File: config.mk
export PLATFORM = sky130hd
export DESIGN_NAME = hsl_unit
export DESIGN_NICKNAME = d
export VERILOG_FILES = /design/src/verilog/hsl_pkg.sv /design/src/verilog/hsl_lane.sv /design/src/verilog/hsl_regfile.sv /design/src/verilog/hsl_unit.sv
export VERILOG_INCLUDE_DIRS = /design/src /design/src/verilog
export SDC_FILE = /design/constraint.sdc
export NUM_CORES = 2
export LEC_CHECK = 0
export BUFFER_PORTS_ARGS = -buffer_cell sky130_fd_sc_hd__buf_4
export CAP_MARGIN = 5
export CORE_MARGIN = 2
export CORE_UTILIZATION = 50
export DETAILED_ROUTE_END_ITERATION = 6
export HOLD_SLACK_MARGIN = 0.06
export PLACE_DENSITY_LB_ADDON = 0.25
export REMOVE_ABC_BUFFERS = 1
export SYNTH_ARGS = -nofsm -noshare
export SYNTH_HDL_FRONTEND = slang
export SYNTH_SLANG_ARGS = --single-unit
File: constraint.sdc
create_clock -name ref_clk_i -period 4.9 [get_ports ref_clk_i]
set_clock_uncertainty 0.1 [all_clocks]
set_input_delay 0.245 -clock ref_clk_i [delete_from_list [all_inputs] [get_ports ref_clk_i]]
set_output_delay 0.245 -clock ref_clk_i [all_outputs]
set_load 0.02 [all_outputs]
File: src/verilog/hsl_cfg.svh
`ifndef HSL_CFG_SVH
`define HSL_CFG_SVH
// ****************************************
// Instruction field positions
// ****************************************
`define HSL_COND_HI 31
`define HSL_COND_LO 28
`define HSL_OP_HI 27
`define HSL_OP_LO 25
`define HSL_P_BIT 24
`define HSL_U_BIT 23
`define HSL_I_BIT 22
`define HSL_W_BIT 21
`define HSL_L_BIT 20
`define HSL_RN_HI 19
`define HSL_RN_LO 16
`define HSL_RD_HI 15
`define HSL_RD_LO 12
`define HSL_IMMH_HI 11
`define HSL_IMMH_LO 8
`define HSL_MARK_HI 7
`define HSL_S_BIT 6
`define HSL_H_BIT 5
`define HSL_MARK_LO 4
`define HSL_IMML_HI 3
`define HSL_IMML_LO 0
`define HSL_RM_HI 3
`define HSL_RM_LO 0
// ****************************************
// Encodings and flag positions
// ****************************************
`define HSL_OP_XFER 3'h0
`define HSL_FLAG_N 3
`define HSL_FLAG_Z 2
`define HSL_FLAG_C 1
`define HSL_FLAG_V 0
`define HSL_BYTE_W 8
`define HSL_HALF_W 16
`endif

File: src/verilog/hsl_pkg.sv
package hsl_pkg;
    // Condition codes in encoding order
    typedef enum logic [3:0] {
        HSL_EQ, HSL_NE, HSL_CS, HSL_CC, HSL_MI, HSL_PL, HSL_VS, HSL_VC,
        HSL_HI, HSL_LS, HSL_GE, HSL_LT, HSL_GT, HSL_LE, HSL_AL, HSL_NV
    } hsl_cond_t;
    typedef enum logic [2:0] {
        ST_IDLE, ST_OPS, ST_DAT, ST_ACC, ST_WAIT, ST_WBB, ST_WLD
    } hsl_state_t;
endpackage

File: src/verilog/hsl_lane.sv
`timescale 1ns/1ps
`include "hsl_cfg.svh"
module hsl_lane #(
    parameter int DW = 32
) (
    // Bus side
    input wire logic [DW-1:0] bus_i,
    input wire logic [1:0] addr_i,
    input wire logic big_i,
    // Transfer kind
    input wire logic sgn_i,
    input wire logic half_i,
    // Register value
    output logic [DW-1:0] val_o
);
    localparam int BW = `HSL_BYTE_W;
    localparam int HW = `HSL_HALF_W;
    logic [1:0] lane;
    logic [BW-1:0] byte_v;
    logic [HW-1:0] half_v;

    always_comb begin
        lane = big_i ? ~addr_i : addr_i;
        byte_v = bus_i[lane*BW +: BW];
        half_v = (addr_i[1] ^ big_i) ? bus_i[HW +: HW] : bus_i[0 +: HW];
        if (half_i) begin
            val_o = {{(DW-HW){sgn_i & half_v[HW-1]}}, half_v};
        end else begin
            val_o = {{(DW-BW){sgn_i & byte_v[BW-1]}}, byte_v};
        end
    end
endmodule // hsl_lane

File: src/verilog/hsl_regfile.sv
`timescale 1ns/1ps
module hsl_regfile #(
    parameter int DW = 32,
    parameter int AW = 4
) (
    // Clock and reset
    input wire logic ref_clk_i,
    input wire logic nrst_i,
    input wire logic ce_i,
    // Core read ports
    input wire logic [AW-1:0] ra_addr_i,
    output logic [DW-1:0] ra_data_o,
    input wire logic [AW-1:0] rb_addr_i,
    output logic [DW-1:0] rb_data_o,
    // Software read port
    input wire logic rc_en_i,
    input wire logic [AW-1:0] rc_addr_i,
    output logic [DW-1:0] rc_data_o,
    // Write ports, port a wins on a clash
    input wire logic wa_en_i,
    input wire logic [AW-1:0] wa_addr_i,
    input wire logic [DW-1:0] wa_data_i,
    input wire logic wb_en_i,
    input wire logic [AW-1:0] wb_addr_i,
    input wire logic [DW-1:0] wb_data_i
);
    logic [DW-1:0] mem_q [2**AW];

    always_ff @(posedge ref_clk_i) begin
        if (ce_i) begin
            if (wb_en_i && !(wa_en_i && wa_addr_i == wb_addr_i)) begin
                mem_q[wb_addr_i] <= wb_data_i;
            end
            if (wa_en_i) begin
                mem_q[wa_addr_i] <= wa_data_i;
            end
        end
    end

    // Reads return the value held before a same-cycle write
    always_ff @(posedge ref_clk_i or negedge nrst_i) begin
        if (!nrst_i) begin
            ra_data_o <= '0;
            rb_data_o <= '0;
            rc_data_o <= '0;
        end else if (ce_i) begin
            ra_data_o <= mem_q[ra_addr_i];
            rb_data_o <= mem_q[rb_addr_i];
            rc_data_o <= rc_en_i ? mem_q[rc_addr_i] : '0;
        end
    end
endmodule // hsl_regfile

File: src/verilog/hsl_unit.sv
`timescale 1ns/1ps
`include "hsl_cfg.svh"
module hsl_unit
    import hsl_pkg::*;
#(
    parameter int DW = 32,
    parameter int AW = 4
) (
    // Clock and reset
    input wire logic ref_clk_i,
    input wire logic nrst_i,
    input wire logic ce_i,
    // Register file access
    input wire logic [AW-1:0] sw_addr_i,
    input wire logic [DW-1:0] sw_wdata_i,
    input wire logic sw_wr_i,
    input wire logic sw_rd_i,
    output logic [DW-1:0] sw_rdata_o,
    // Instruction issue
    input wire logic instr_valid_i,
    input wire logic [DW-1:0] instr_i,
    input wire logic [3:0] flags_i,
    output logic instr_ready_o,
    output logic done_o,
    output logic skipped_o,
    output logic align_err_o,
    // Endianness pin
    input wire logic endian_select_input_i,
    // Memory data bus
    output logic mem_req_o,
    output logic mem_we_o,
    output logic mem_half_o,
    output logic [DW-1:0] mem_addr_o,
    output logic [DW-1:0] mem_wdata_o,
    input wire logic [DW-1:0] mem_rdata_i,
    input wire logic mem_ack_i
);
    localparam int HW = `HSL_HALF_W;

    hsl_state_t st_q, st_d;
    logic [DW-1:0] instr_q;
    logic [DW-1:0] base_q, off_q, mod_q, ld_q;
    logic end_s1_q, end_s2_q;
    logic ready_q, done_q, skip_q, aerr_q;
    logic req_q, we_q, half_q;
    logic [DW-1:0] addr_q, wdata_q;
    logic [DW-1:0] ra_data, rb_data, lane_val, off_v;
    logic [AW-1:0] rb_addr, wa_addr;
    logic [DW-1:0] wa_data;
    logic wa_en, take, exec_ok, pre_b, up_b, wb_b, ld_b, sg_b, hf_b, imm_b;

    // ****************************************
    // Condition check and decode
    // ****************************************
    function automatic logic cond_pass(input logic [3:0] c, input logic [3:0] f);
        logic n, z, cf, v;
        n = f[`HSL_FLAG_N];
        z = f[`HSL_FLAG_Z];
        cf = f[`HSL_FLAG_C];
        v = f[`HSL_FLAG_V];
        unique case (hsl_cond_t'(c))
            HSL_EQ: cond_pass = z;
            HSL_NE: cond_pass = !z;
            HSL_CS: cond_pass = cf;
            HSL_CC: cond_pass = !cf;
            HSL_MI: cond_pass = n;
            HSL_PL: cond_pass = !n;
            HSL_VS: cond_pass = v;
            HSL_VC: cond_pass = !v;
            HSL_HI: cond_pass = cf && !z;
            HSL_LS: cond_pass = !cf || z;
            HSL_GE: cond_pass = n == v;
            HSL_LT: cond_pass = n != v;
            HSL_GT: cond_pass = !z && (n == v);
            HSL_LE: cond_pass = z || (n != v);
            HSL_AL: cond_pass = 1'b1;
            HSL_NV: cond_pass = 1'b0;
        endcase
    endfunction

    // Only the halfword/signed encodings are executed; signed stores are ignored
    function automatic logic is_xfer(input logic [DW-1:0] w);
        is_xfer = w[`HSL_OP_HI:`HSL_OP_LO] == `HSL_OP_XFER
            && w[`HSL_MARK_HI] && w[`HSL_MARK_LO]
            && (w[`HSL_S_BIT] || w[`HSL_H_BIT])
            && !(w[`HSL_S_BIT] && !w[`HSL_L_BIT]);
    endfunction

    assign take = instr_valid_i && ready_q;
    assign exec_ok = cond_pass(instr_i[`HSL_COND_HI:`HSL_COND_LO], flags_i) && is_xfer(instr_i);

    always_comb begin
        pre_b = instr_q[`HSL_P_BIT];
        up_b = instr_q[`HSL_U_BIT];
        imm_b = instr_q[`HSL_I_BIT];
        wb_b = instr_q[`HSL_W_BIT];
        ld_b = instr_q[`HSL_L_BIT];
        sg_b = instr_q[`HSL_S_BIT];
        hf_b = instr_q[`HSL_H_BIT];
    end

    // ****************************************
    // Endianness synchroniser
    // ****************************************
    always_ff @(posedge ref_clk_i or negedge nrst_i) begin
        if (!nrst_i) begin
            end_s1_q <= 1'b0;
            end_s2_q <= 1'b0;
        end else if (ce_i) begin
            end_s1_q <= endian_select_input_i;
            end_s2_q <= end_s1_q;
        end
    end

    // ****************************************
    // Sequencer
    // ****************************************
    always_comb begin
        st_d = st_q;
        unique case (st_q)
            ST_IDLE: if (take && exec_ok) st_d = ST_OPS;
            ST_OPS: st_d = ST_DAT;
            ST_DAT: st_d = ST_ACC;
            ST_ACC: st_d = ST_WAIT;
            ST_WAIT: begin
                if (mem_ack_i) begin
                    if (!pre_b || wb_b) st_d = ST_WBB;
                    else if (ld_b) st_d = ST_WLD;
                    else st_d = ST_IDLE;
                end
            end
            ST_WBB: st_d = ld_b ? ST_WLD : ST_IDLE;
            ST_WLD: st_d = ST_IDLE;
            // Spare state code falls back to idle
            default: st_d = ST_IDLE;
        endcase
    end

    always_ff @(posedge ref_clk_i or negedge nrst_i) begin
        if (!nrst_i) begin
            st_q <= ST_IDLE;
            ready_q <= 1'b1;
        end else if (ce_i) begin
            st_q <= st_d;
            ready_q <= st_d == ST_IDLE;
        end
    end

    always_ff @(posedge ref_clk_i or negedge nrst_i) begin
        if (!nrst_i) begin
            instr_q <= '0;
        end else if (ce_i && take) begin
            instr_q <= instr_i;
        end
    end

    always_ff @(posedge ref_clk_i or negedge nrst_i) begin
        if (!nrst_i) begin
            done_q <= 1'b0;
            skip_q <= 1'b0;
        end else if (ce_i) begin
            skip_q <= take && !exec_ok;
            done_q <= (take && !exec_ok) || (st_q != ST_IDLE && st_d == ST_IDLE);
        end
    end

    // ****************************************
    // Address arithmetic
    // ****************************************
    always_comb begin
        if (imm_b) begin
            off_v = {{(DW-`HSL_BYTE_W){1'b0}}, instr_q[`HSL_IMMH_HI:`HSL_IMMH_LO],
                     instr_q[`HSL_IMML_HI:`HSL_IMML_LO]};
        end else begin
            off_v = rb_data;
        end
    end

    always_ff @(posedge ref_clk_i or negedge nrst_i) begin
        if (!nrst_i) begin
            base_q <= '0;
            off_q <= '0;
            mod_q <= '0;
        end else if (ce_i && st_q == ST_DAT) begin
            base_q <= ra_data;
            off_q <= off_v;
            mod_q <= up_b ? ra_data + off_v : ra_data - off_v;
        end
    end

    // ****************************************
    // Memory request
    // ****************************************
    always_ff @(posedge ref_clk_i or negedge nrst_i) begin
        if (!nrst_i) begin
            req_q <= 1'b0;
            we_q <= 1'b0;
            half_q <= 1'b0;
            addr_q <= '0;
            wdata_q <= '0;
            aerr_q <= 1'b0;
        end else if (ce_i) begin
            aerr_q <= 1'b0;
            if (st_q == ST_ACC) begin
                req_q <= 1'b1;
                we_q <= !ld_b;
                half_q <= hf_b;
                addr_q <= pre_b ? mod_q : base_q;
                wdata_q <= {rb_data[HW-1:0], rb_data[HW-1:0]};
                // Misaligned halfwords still run; the result is undefined
                aerr_q <= hf_b && (pre_b ? mod_q[0] : base_q[0]);
            end else if (st_q == ST_WAIT && mem_ack_i) begin
                req_q <= 1'b0;
                we_q <= 1'b0;
            end
        end
    end

    // Lane picking and extension
    hsl_lane #(.DW(DW)) u_lane (
        .bus_i(mem_rdata_i),
        .addr_i(addr_q[1:0]),
        .big_i(end_s2_q),
        .sgn_i(sg_b),
        .half_i(hf_b),
        .val_o(lane_val)
    );

    always_ff @(posedge ref_clk_i or negedge nrst_i) begin
        if (!nrst_i) begin
            ld_q <= '0;
        end else if (ce_i && st_q == ST_WAIT && mem_ack_i) begin
            ld_q <= lane_val;
        end
    end

    // ****************************************
    // Register file
    // ****************************************
    always_comb begin
        rb_addr = (st_q == ST_OPS) ? instr_q[`HSL_RM_HI:`HSL_RM_LO] : instr_q[`HSL_RD_HI:`HSL_RD_LO];
        wa_en = st_q == ST_WBB || st_q == ST_WLD;
        // Base goes first so a load into the base register wins
        wa_addr = (st_q == ST_WBB) ? instr_q[`HSL_RN_HI:`HSL_RN_LO] : instr_q[`HSL_RD_HI:`HSL_RD_LO];
        wa_data = (st_q == ST_WBB) ? mod_q : ld_q;
    end

    hsl_regfile #(.DW(DW), .AW(AW)) u_rf (
        .ref_clk_i(ref_clk_i),
        .nrst_i(nrst_i),
        .ce_i(ce_i),
        .ra_addr_i(instr_q[`HSL_RN_HI:`HSL_RN_LO]),
        .ra_data_o(ra_data),
        .rb_addr_i(rb_addr),
        .rb_data_o(rb_data),
        .rc_en_i(sw_rd_i),
        .rc_addr_i(sw_addr_i),
        .rc_data_o(sw_rdata_o),
        .wa_en_i(wa_en),
        .wa_addr_i(wa_addr),
        .wa_data_i(wa_data),
        .wb_en_i(sw_wr_i),
        .wb_addr_i(sw_addr_i),
        .wb_data_i(sw_wdata_i)
    );

    assign instr_ready_o = ready_q;
    assign done_o = done_q;
    assign skipped_o = skip_q;
    assign align_err_o = aerr_q;
    assign mem_req_o = req_q;
    assign mem_we_o = we_q;
    assign mem_half_o = half_q;
    assign mem_addr_o = addr_q;
    assign mem_wdata_o = wdata_q;
endmodule // hsl_unit
== Word level (Yosys, flattened, before mapping) ==
Memory sizes are Yosys's and may differ from the RTL's. A register that Yosys moved wholly into a read port is not among the register bits.
Cells that the tools add are included.
Storage, ports and cells
  output and inout port bits: 103
  input port bits: 112
  bits in registers: 229
  word-level logic and storage cells: 122
  memories kept: 1
  memory bits (writable): 512
Operators by class
  reduce and logical (&&, ||, !) cells: 46
  muxes and demuxes: 27
  bitwise gates (word level): 4
  eq/ne operators: 24
  shift operators: 1
  add/sub/neg operators: 2
Memories
  u_rf.mem_q: depth 16, bits a word 32, rd ports 3, clocked after memory_dff 2, wr ports 2, line hsl_regfile.sv:27  | logic [DW-1:0] mem_q [2**AW];
Operators by type and width (number)
  $mux W32: 6
  $add A32 B32 Y32: 1
  $eq A4 B4 Y1 const B: 8
  $shiftx A32 B6 Y8: 1
  $sub A32 B32 Y32: 1
  $logic_and A1 B1 Y1: 20
  $pmux W3 S6: 1
  $eq A4 B3 Y1 const B: 4
  $mux W16: 1
  $pmux W1 S16: 1
  $logic_not A1 Y1: 12
  $mux W3: 4
  $mux W1: 11
  $eq A3 B3 Y1 const B: 3
  $logic_not A3 Y1: 3
  $eq A4 B2 Y1 const B: 2
  $mux W4: 2
  $eq A3 B2 Y1 const B: 2
  $logic_or A1 B1 Y1: 6
  $eq A4 B1 Y1 const B: 1
  $eq A4 B4 Y1: 1
  $logic_not A4 Y1: 1
  $reduce_and A2 Y1: 2
  $eq A3 B1 Y1 const B: 1
  8 further kinds: 9

== Logic depth before layout (Yosys ltp) ==
  depth in word-level cells: 12
  gate-level depth with buffers: 24
  gate-level depth less buffers: 18

== Cells and area by module ==
Synthesis repeated with hierarchy kept, for this count alone.
Unflattened totals
  cells, all modules: 3698
  area total of the unflattened synthesis: 48191.2 um^2
Modules (own cells, without submodules)
  hsl_regfile: instances 1, cells an instance 2536, area an instance 37199.4 um^2, sequential area each 17777.0 um^2
  hsl_unit: instances 1, cells an instance 1087, area an instance 10417.5 um^2, sequential area each 4480.5 um^2
  hsl_lane: instances 1, cells an instance 75, area an instance 574.3 um^2, sequential area each 0.0 um^2

== Worst setup path after synthesis ==
Ideal clock, no wire load.
  path kind: register to register
  from: register instr_q[22]
  to: register mod_q[25]
  period minus slack after synthesis: 4.989 ns
  path buffers: 4
  cell stages (with the launch flop): 22
  required time: 4.731 ns
  setup time: 0.069 ns
  arrival: 4.819 ns
  slack: -0.089 ns
  cells stage by stage: dfrtp_1 buf_2 clkbuf_1 buf_1 clkbuf_1 mux2i_1 ha_1 o221ai_1 nor2_1 and3_1 nor2_1 nor2_1 a211oi_1 ha_1 nand4_1 nor4_1 o21ai_0 a21oi_1 o21ai_1 and3_1 or4_1 nand3_1
Between the ends
  longest elaborated chain between the ends: 3
  elaborated cells between the ends (all ways): 4
  classes of those cells: add/sub: 2; mux: 2
Ends and longest elaborated chain
  from (decl): line hsl_unit.sv:41  | logic [DW-1:0] instr_q;
  from (signal assigned): line hsl_unit.sv:153  | instr_q <= instr_i;
  $mux W32 (*): line hsl_unit.sv:171  | if (imm_b) begin
  $sub A32 B32 Y32 or $add A32 B32 Y32 (tied branches): line hsl_unit.sv:187  | mod_q <= up_b ? ra_data + off_v : ra_data - off_v;
  $mux W32 (*): line hsl_unit.sv:187
  to (signal assigned): line hsl_unit.sv:187
  to (decl): line hsl_unit.sv:42  | logic [DW-1:0] base_q, off_q, mod_q, ld_q;
Every way passes the cells marked *; elsewhere a longest branch is shown, timed or not.
A chain may end at the register's enable or synchronous reset.

== Worst setup path in the final report ==
  from: register instr_q[2]
  to: register mod_q[25]
Same word-level chain as after synthesis.

==> results.sh <==
export IMPL_hold_ws_ns=0.133
export IMPL_crit_fanout=5
export IMPL_routed_wl_um=160000
export IMPL_synthesis_area_sq_um=46200
export IMPL_clock_sinks=772
export IMPL_clkTransAtPathRegs_ns=0.06
export IMPL_synth_top_cell_area_share_pct=33.3
export IMPL_post_synth_top_count_cell="nand2_1"
export IMPL_drt_iter0_markers=5734
export IMPL_final_cell_area_sq_um=53100
export IMPL_status="complete, no violations"
export IMPL_fmax_mhz=216
export IMPL_layout_drive_gt1_share_pct=26.7
export IMPL_num_nets_final=4162
export IMPL_fp_dieArea_sq_um=94800
export IMPL_place_ws_ns=0.0761
export IMPL_grt_antenna_before_repair=1
export IMPL_max_stage_delay_ns=0.60
export IMPL_setup_slack_ns=0.268
export IMPL_dieWidth_um=308
export IMPL_rsz0062_at_grt="no"
export IMPL_drv_cap=0
export IMPL_power_density_nw_per_um2=612
export IMPL_grt_overflow=0
export IMPL_drv_slew=0
export IMPL_tightest_slew_ns=1.26
export IMPL_multi_input_area_sq_um=22600
export IMPL_synth_top_cells_by_area="edfxtp_1 33%, mux4_2 22%, dfrtp_1 14%"
export IMPL_fin_util_pct=58.0
export IMPL_core_area_sq_um=91500
export IMPL_hold_path_class="in2reg"
export IMPL_clk_insertion_delay_late_ns=0.66
export IMPL_yosysTopAreaCell="edfxtp_1"
export IMPL_min_period_over_period_pct=94.5
export IMPL_ant_nets=0
export IMPL_boundaryPins=215
export IMPL_clockRootBuffer="clkbuf_16"
export IMPL_drtPass1Iterations=6
export IMPL_ys_flop_type="edfxtp_1"
export IMPL_timing_rr_start="instr_q[2]"
export IMPL_viasPerCell=6.78
export IMPL_port_buffers=214
export IMPL_crit_arrival_ns=5.13
export IMPL_grt_usage_pct=33.9
export IMPL_slowest_stage="or4b_1"
export IMPL_seq_area_frac_synth_pct=47.4
export IMPL_cp_start_kind="flip-flop"
export IMPL_syn_inst=3897
export IMPL_grt_max_degree=105
export IMPL_synth_edf_count=512
export IMPL_async_flop_share_pct=33.7
export IMPL_globalplace_congestion=0.961
export IMPL_synth_top_cells_by_count="541 x nand2_1, 512 x edfxtp_1, 450 x o21ai_0, 448 x mux4_2, 280 x a21oi_1"
export IMPL_cts_buffers=86
export IMPL_period_minus_slack_ns=4.63
export IMPL_path_delay_family="simple AND/OR/NAND/NOR gates"
export IMPL_syn_to_final_growth_pct=15.0
export IMPL_fillers=7250
export IMPL_startpoint="instr_q[2]"
export IMPL_cts_tree="yes"
export IMPL_hold_viol=0
export IMPL_rows=111
export IMPL_placed_area_sq_um=49100
export IMPL_synth_avg_cell_area_sq_um=11.8
export IMPL_ir_drop_mv=0.582
export IMPL_vias=35800
export IMPL_grt_pass1_wl_um=233000
export IMPL_setup_viol=0
export IMPL_critical_path_buf_inv_count=2
export IMPL_drc=0
export IMPL_hold_start="sw_rd_i"
export IMPL_ys_types=71
export IMPL_cp_end_kind="flip-flop"
export IMPL_clock_path_buffers=3
export IMPL_regArea_sq_um=21900
export IMPL_yosys_warnings=0
export IMPL_cpMostUsedCell="nor2_1"
export IMPL_first_global_vias=34300
export IMPL_p_leak_uw=0.0205
export IMPL_critical_path_class="reg2reg"
export IMPL_start_util_pct=50.5
export IMPL_cp_data_required_time_ns=5.40
export IMPL_synth_ff_latch_count=772
export IMPL_htree_levels=3
export IMPL_wl_per_cell_um=30.4
export IMPL_path_cells="or4b_1 > a222oi_1 > buf_4 > and4_4 > nor2_1 > nor2_1 > buf_4 > nor2_1 > ha_1 > nand4_1 > nor4_2 > o21ai_2 > a21oi_2 > o21ai_1 > and3_1 > or4_1 > nand3_1"
export IMPL_slew_headroom_pct=13.4
export IMPL_fin_tns_setup_ns=0
export IMPL_die_y_um=308
export IMPL_dp_hpwl_um=96600
-- registers in the layout, summed over array words and instances (netlist names), 3 cells and up --
name            count
base_q             32
instr_q            23
st_q                3
mem_addr_o         32
u_rf.rc_data_o     32
u_rf.mem_q        512
ld_q               17
u_rf.ra_data_o     32
u_rf.rb_data_o     32
mod_q              32
mem_wdata_o        16
-- metal layers --
metal  global-route usage (%)  wire length (um)  vias up
met5                        0                 0        -
met4                     15.5              7590        0
met3                     8.51             22400      420
met2                     50.1             70800     2748
met1                     47.4             59600    17700
li1                         -                 -    14900
-- through the flow --
| stage | power [uW] | std cells |
|---|---|---|
| finish | 32500 | 5280 |
| global route | 33900 | 5276 |
| CTS | 32000 | 5272 |
| detailed placement | 25100 | 5011 |
| global placement | 25000 | 5011 |
| floorplan | 19600 | 3473 |
-- path summary, 6_finish.rpt --
| check | to | slack [ns] | depth (start not counted) |
|---|---|---|---|
| worst min register to register | base_q[5] | 0.37 | 2 |
| worst min-delay path | u_rf.rc_data_o[5] | 0.13 | 3 |
| max in group asynchronous | u_rf.rc_data_o[24] | 3.36 | 3 |
| worst max-delay path | mod_q[25] | 0.27 | 17 |
| min in group asynchronous | u_rf.ra_data_o[0] | 0.17 | 2 |
| worst max register to register | mod_q[25] | 0.27 | 17 |
-- report_power, final --
group / internal, uW / total (uW) / switching, uW
Clock: 4000 / 6780 / 2780
Combinational: 7190 / 16000 / 8860
Sequential: 8140 / 9640 / 1510
-- final cells by class --
type | count | area share [%]
Multi-Input combinational cell | 2645 | 42.6
Sequential cell | 772 | 41.2
Timing Repair Buffer | 456 | 7.39
Clock buffer | 133 | 4.87
Tap cell | 1186 | 2.80
Clock inverter | 28 | 0.648
Inverter | 56 | 0.396
Antenna cell | 4 | 0.0189
-- kinds of logic (layout without fill, tap and decap cells) --
kind of cell             count (synthesis)  after routing  share of synthesized area (%)
flip-flops                             772            772                           47.4
adder cells (fa/ha/maj)                 33             33                          0.910
AND/OR/NAND/NOR                        996            996                           8.98
buffers and inverters                  480            673                           4.32
AO/OA/AOI/OAI                          902            902                           10.7
multiplexers                           667            667                           26.8
XOR/XNOR                                47             47                          0.908
other                                    0              4                              0
-- worst register-to-register path, cell delays in order, from the launching register on --
cell and delay [ns]:
dfrtp_1 0.45, or4b_1 0.60, a222oi_1 0.49, buf_4 0.21, and4_4 0.23, nor2_1 0.05
nor2_1 0.16, buf_4 0.16, nor2_1 0.06, ha_1 0.35, nand4_1 0.17, nor4_2 0.29
o21ai_2 0.13, a21oi_2 0.19, o21ai_1 0.14, and3_1 0.22, or4_1 0.48, nand3_1 0.10
-- placed cells by master, fill, tap and decap left out, types with 11 or more instances in the layout --
master / n
nand2_1: 530
edfxtp_1: 512
mux4_2: 448
o21ai_0: 438
buf_4: 334
a21oi_1: 278
nor2_1: 276
dfrtp_1: 253
mux2i_1: 131
dlygate4sd3_1: 100
clkbuf_16: 91
mux2_2: 84
inv_1: 55
nand3_1: 52
a21o_1: 50
o22ai_1: 37
ha_1: 32
xnor2_1: 30
clkbuf_1: 26
nor3_1: 23
clkbuf_8: 18
buf_12: 17
xor2_1: 15
or3_1: 12
nor2b_1: 12
nand2b_1: 11
nand2_2: 11
nand4_1: 11
-- repair_timing --
action,in CTS,in global routing
hold endpoints to repair,659,0
hold buffers,100,0
buffers inserted,0,2
resized for setup,0,11
endpoints found under the setup margin,0,9
Note: power is estimated with default switching activity, not from simulation.
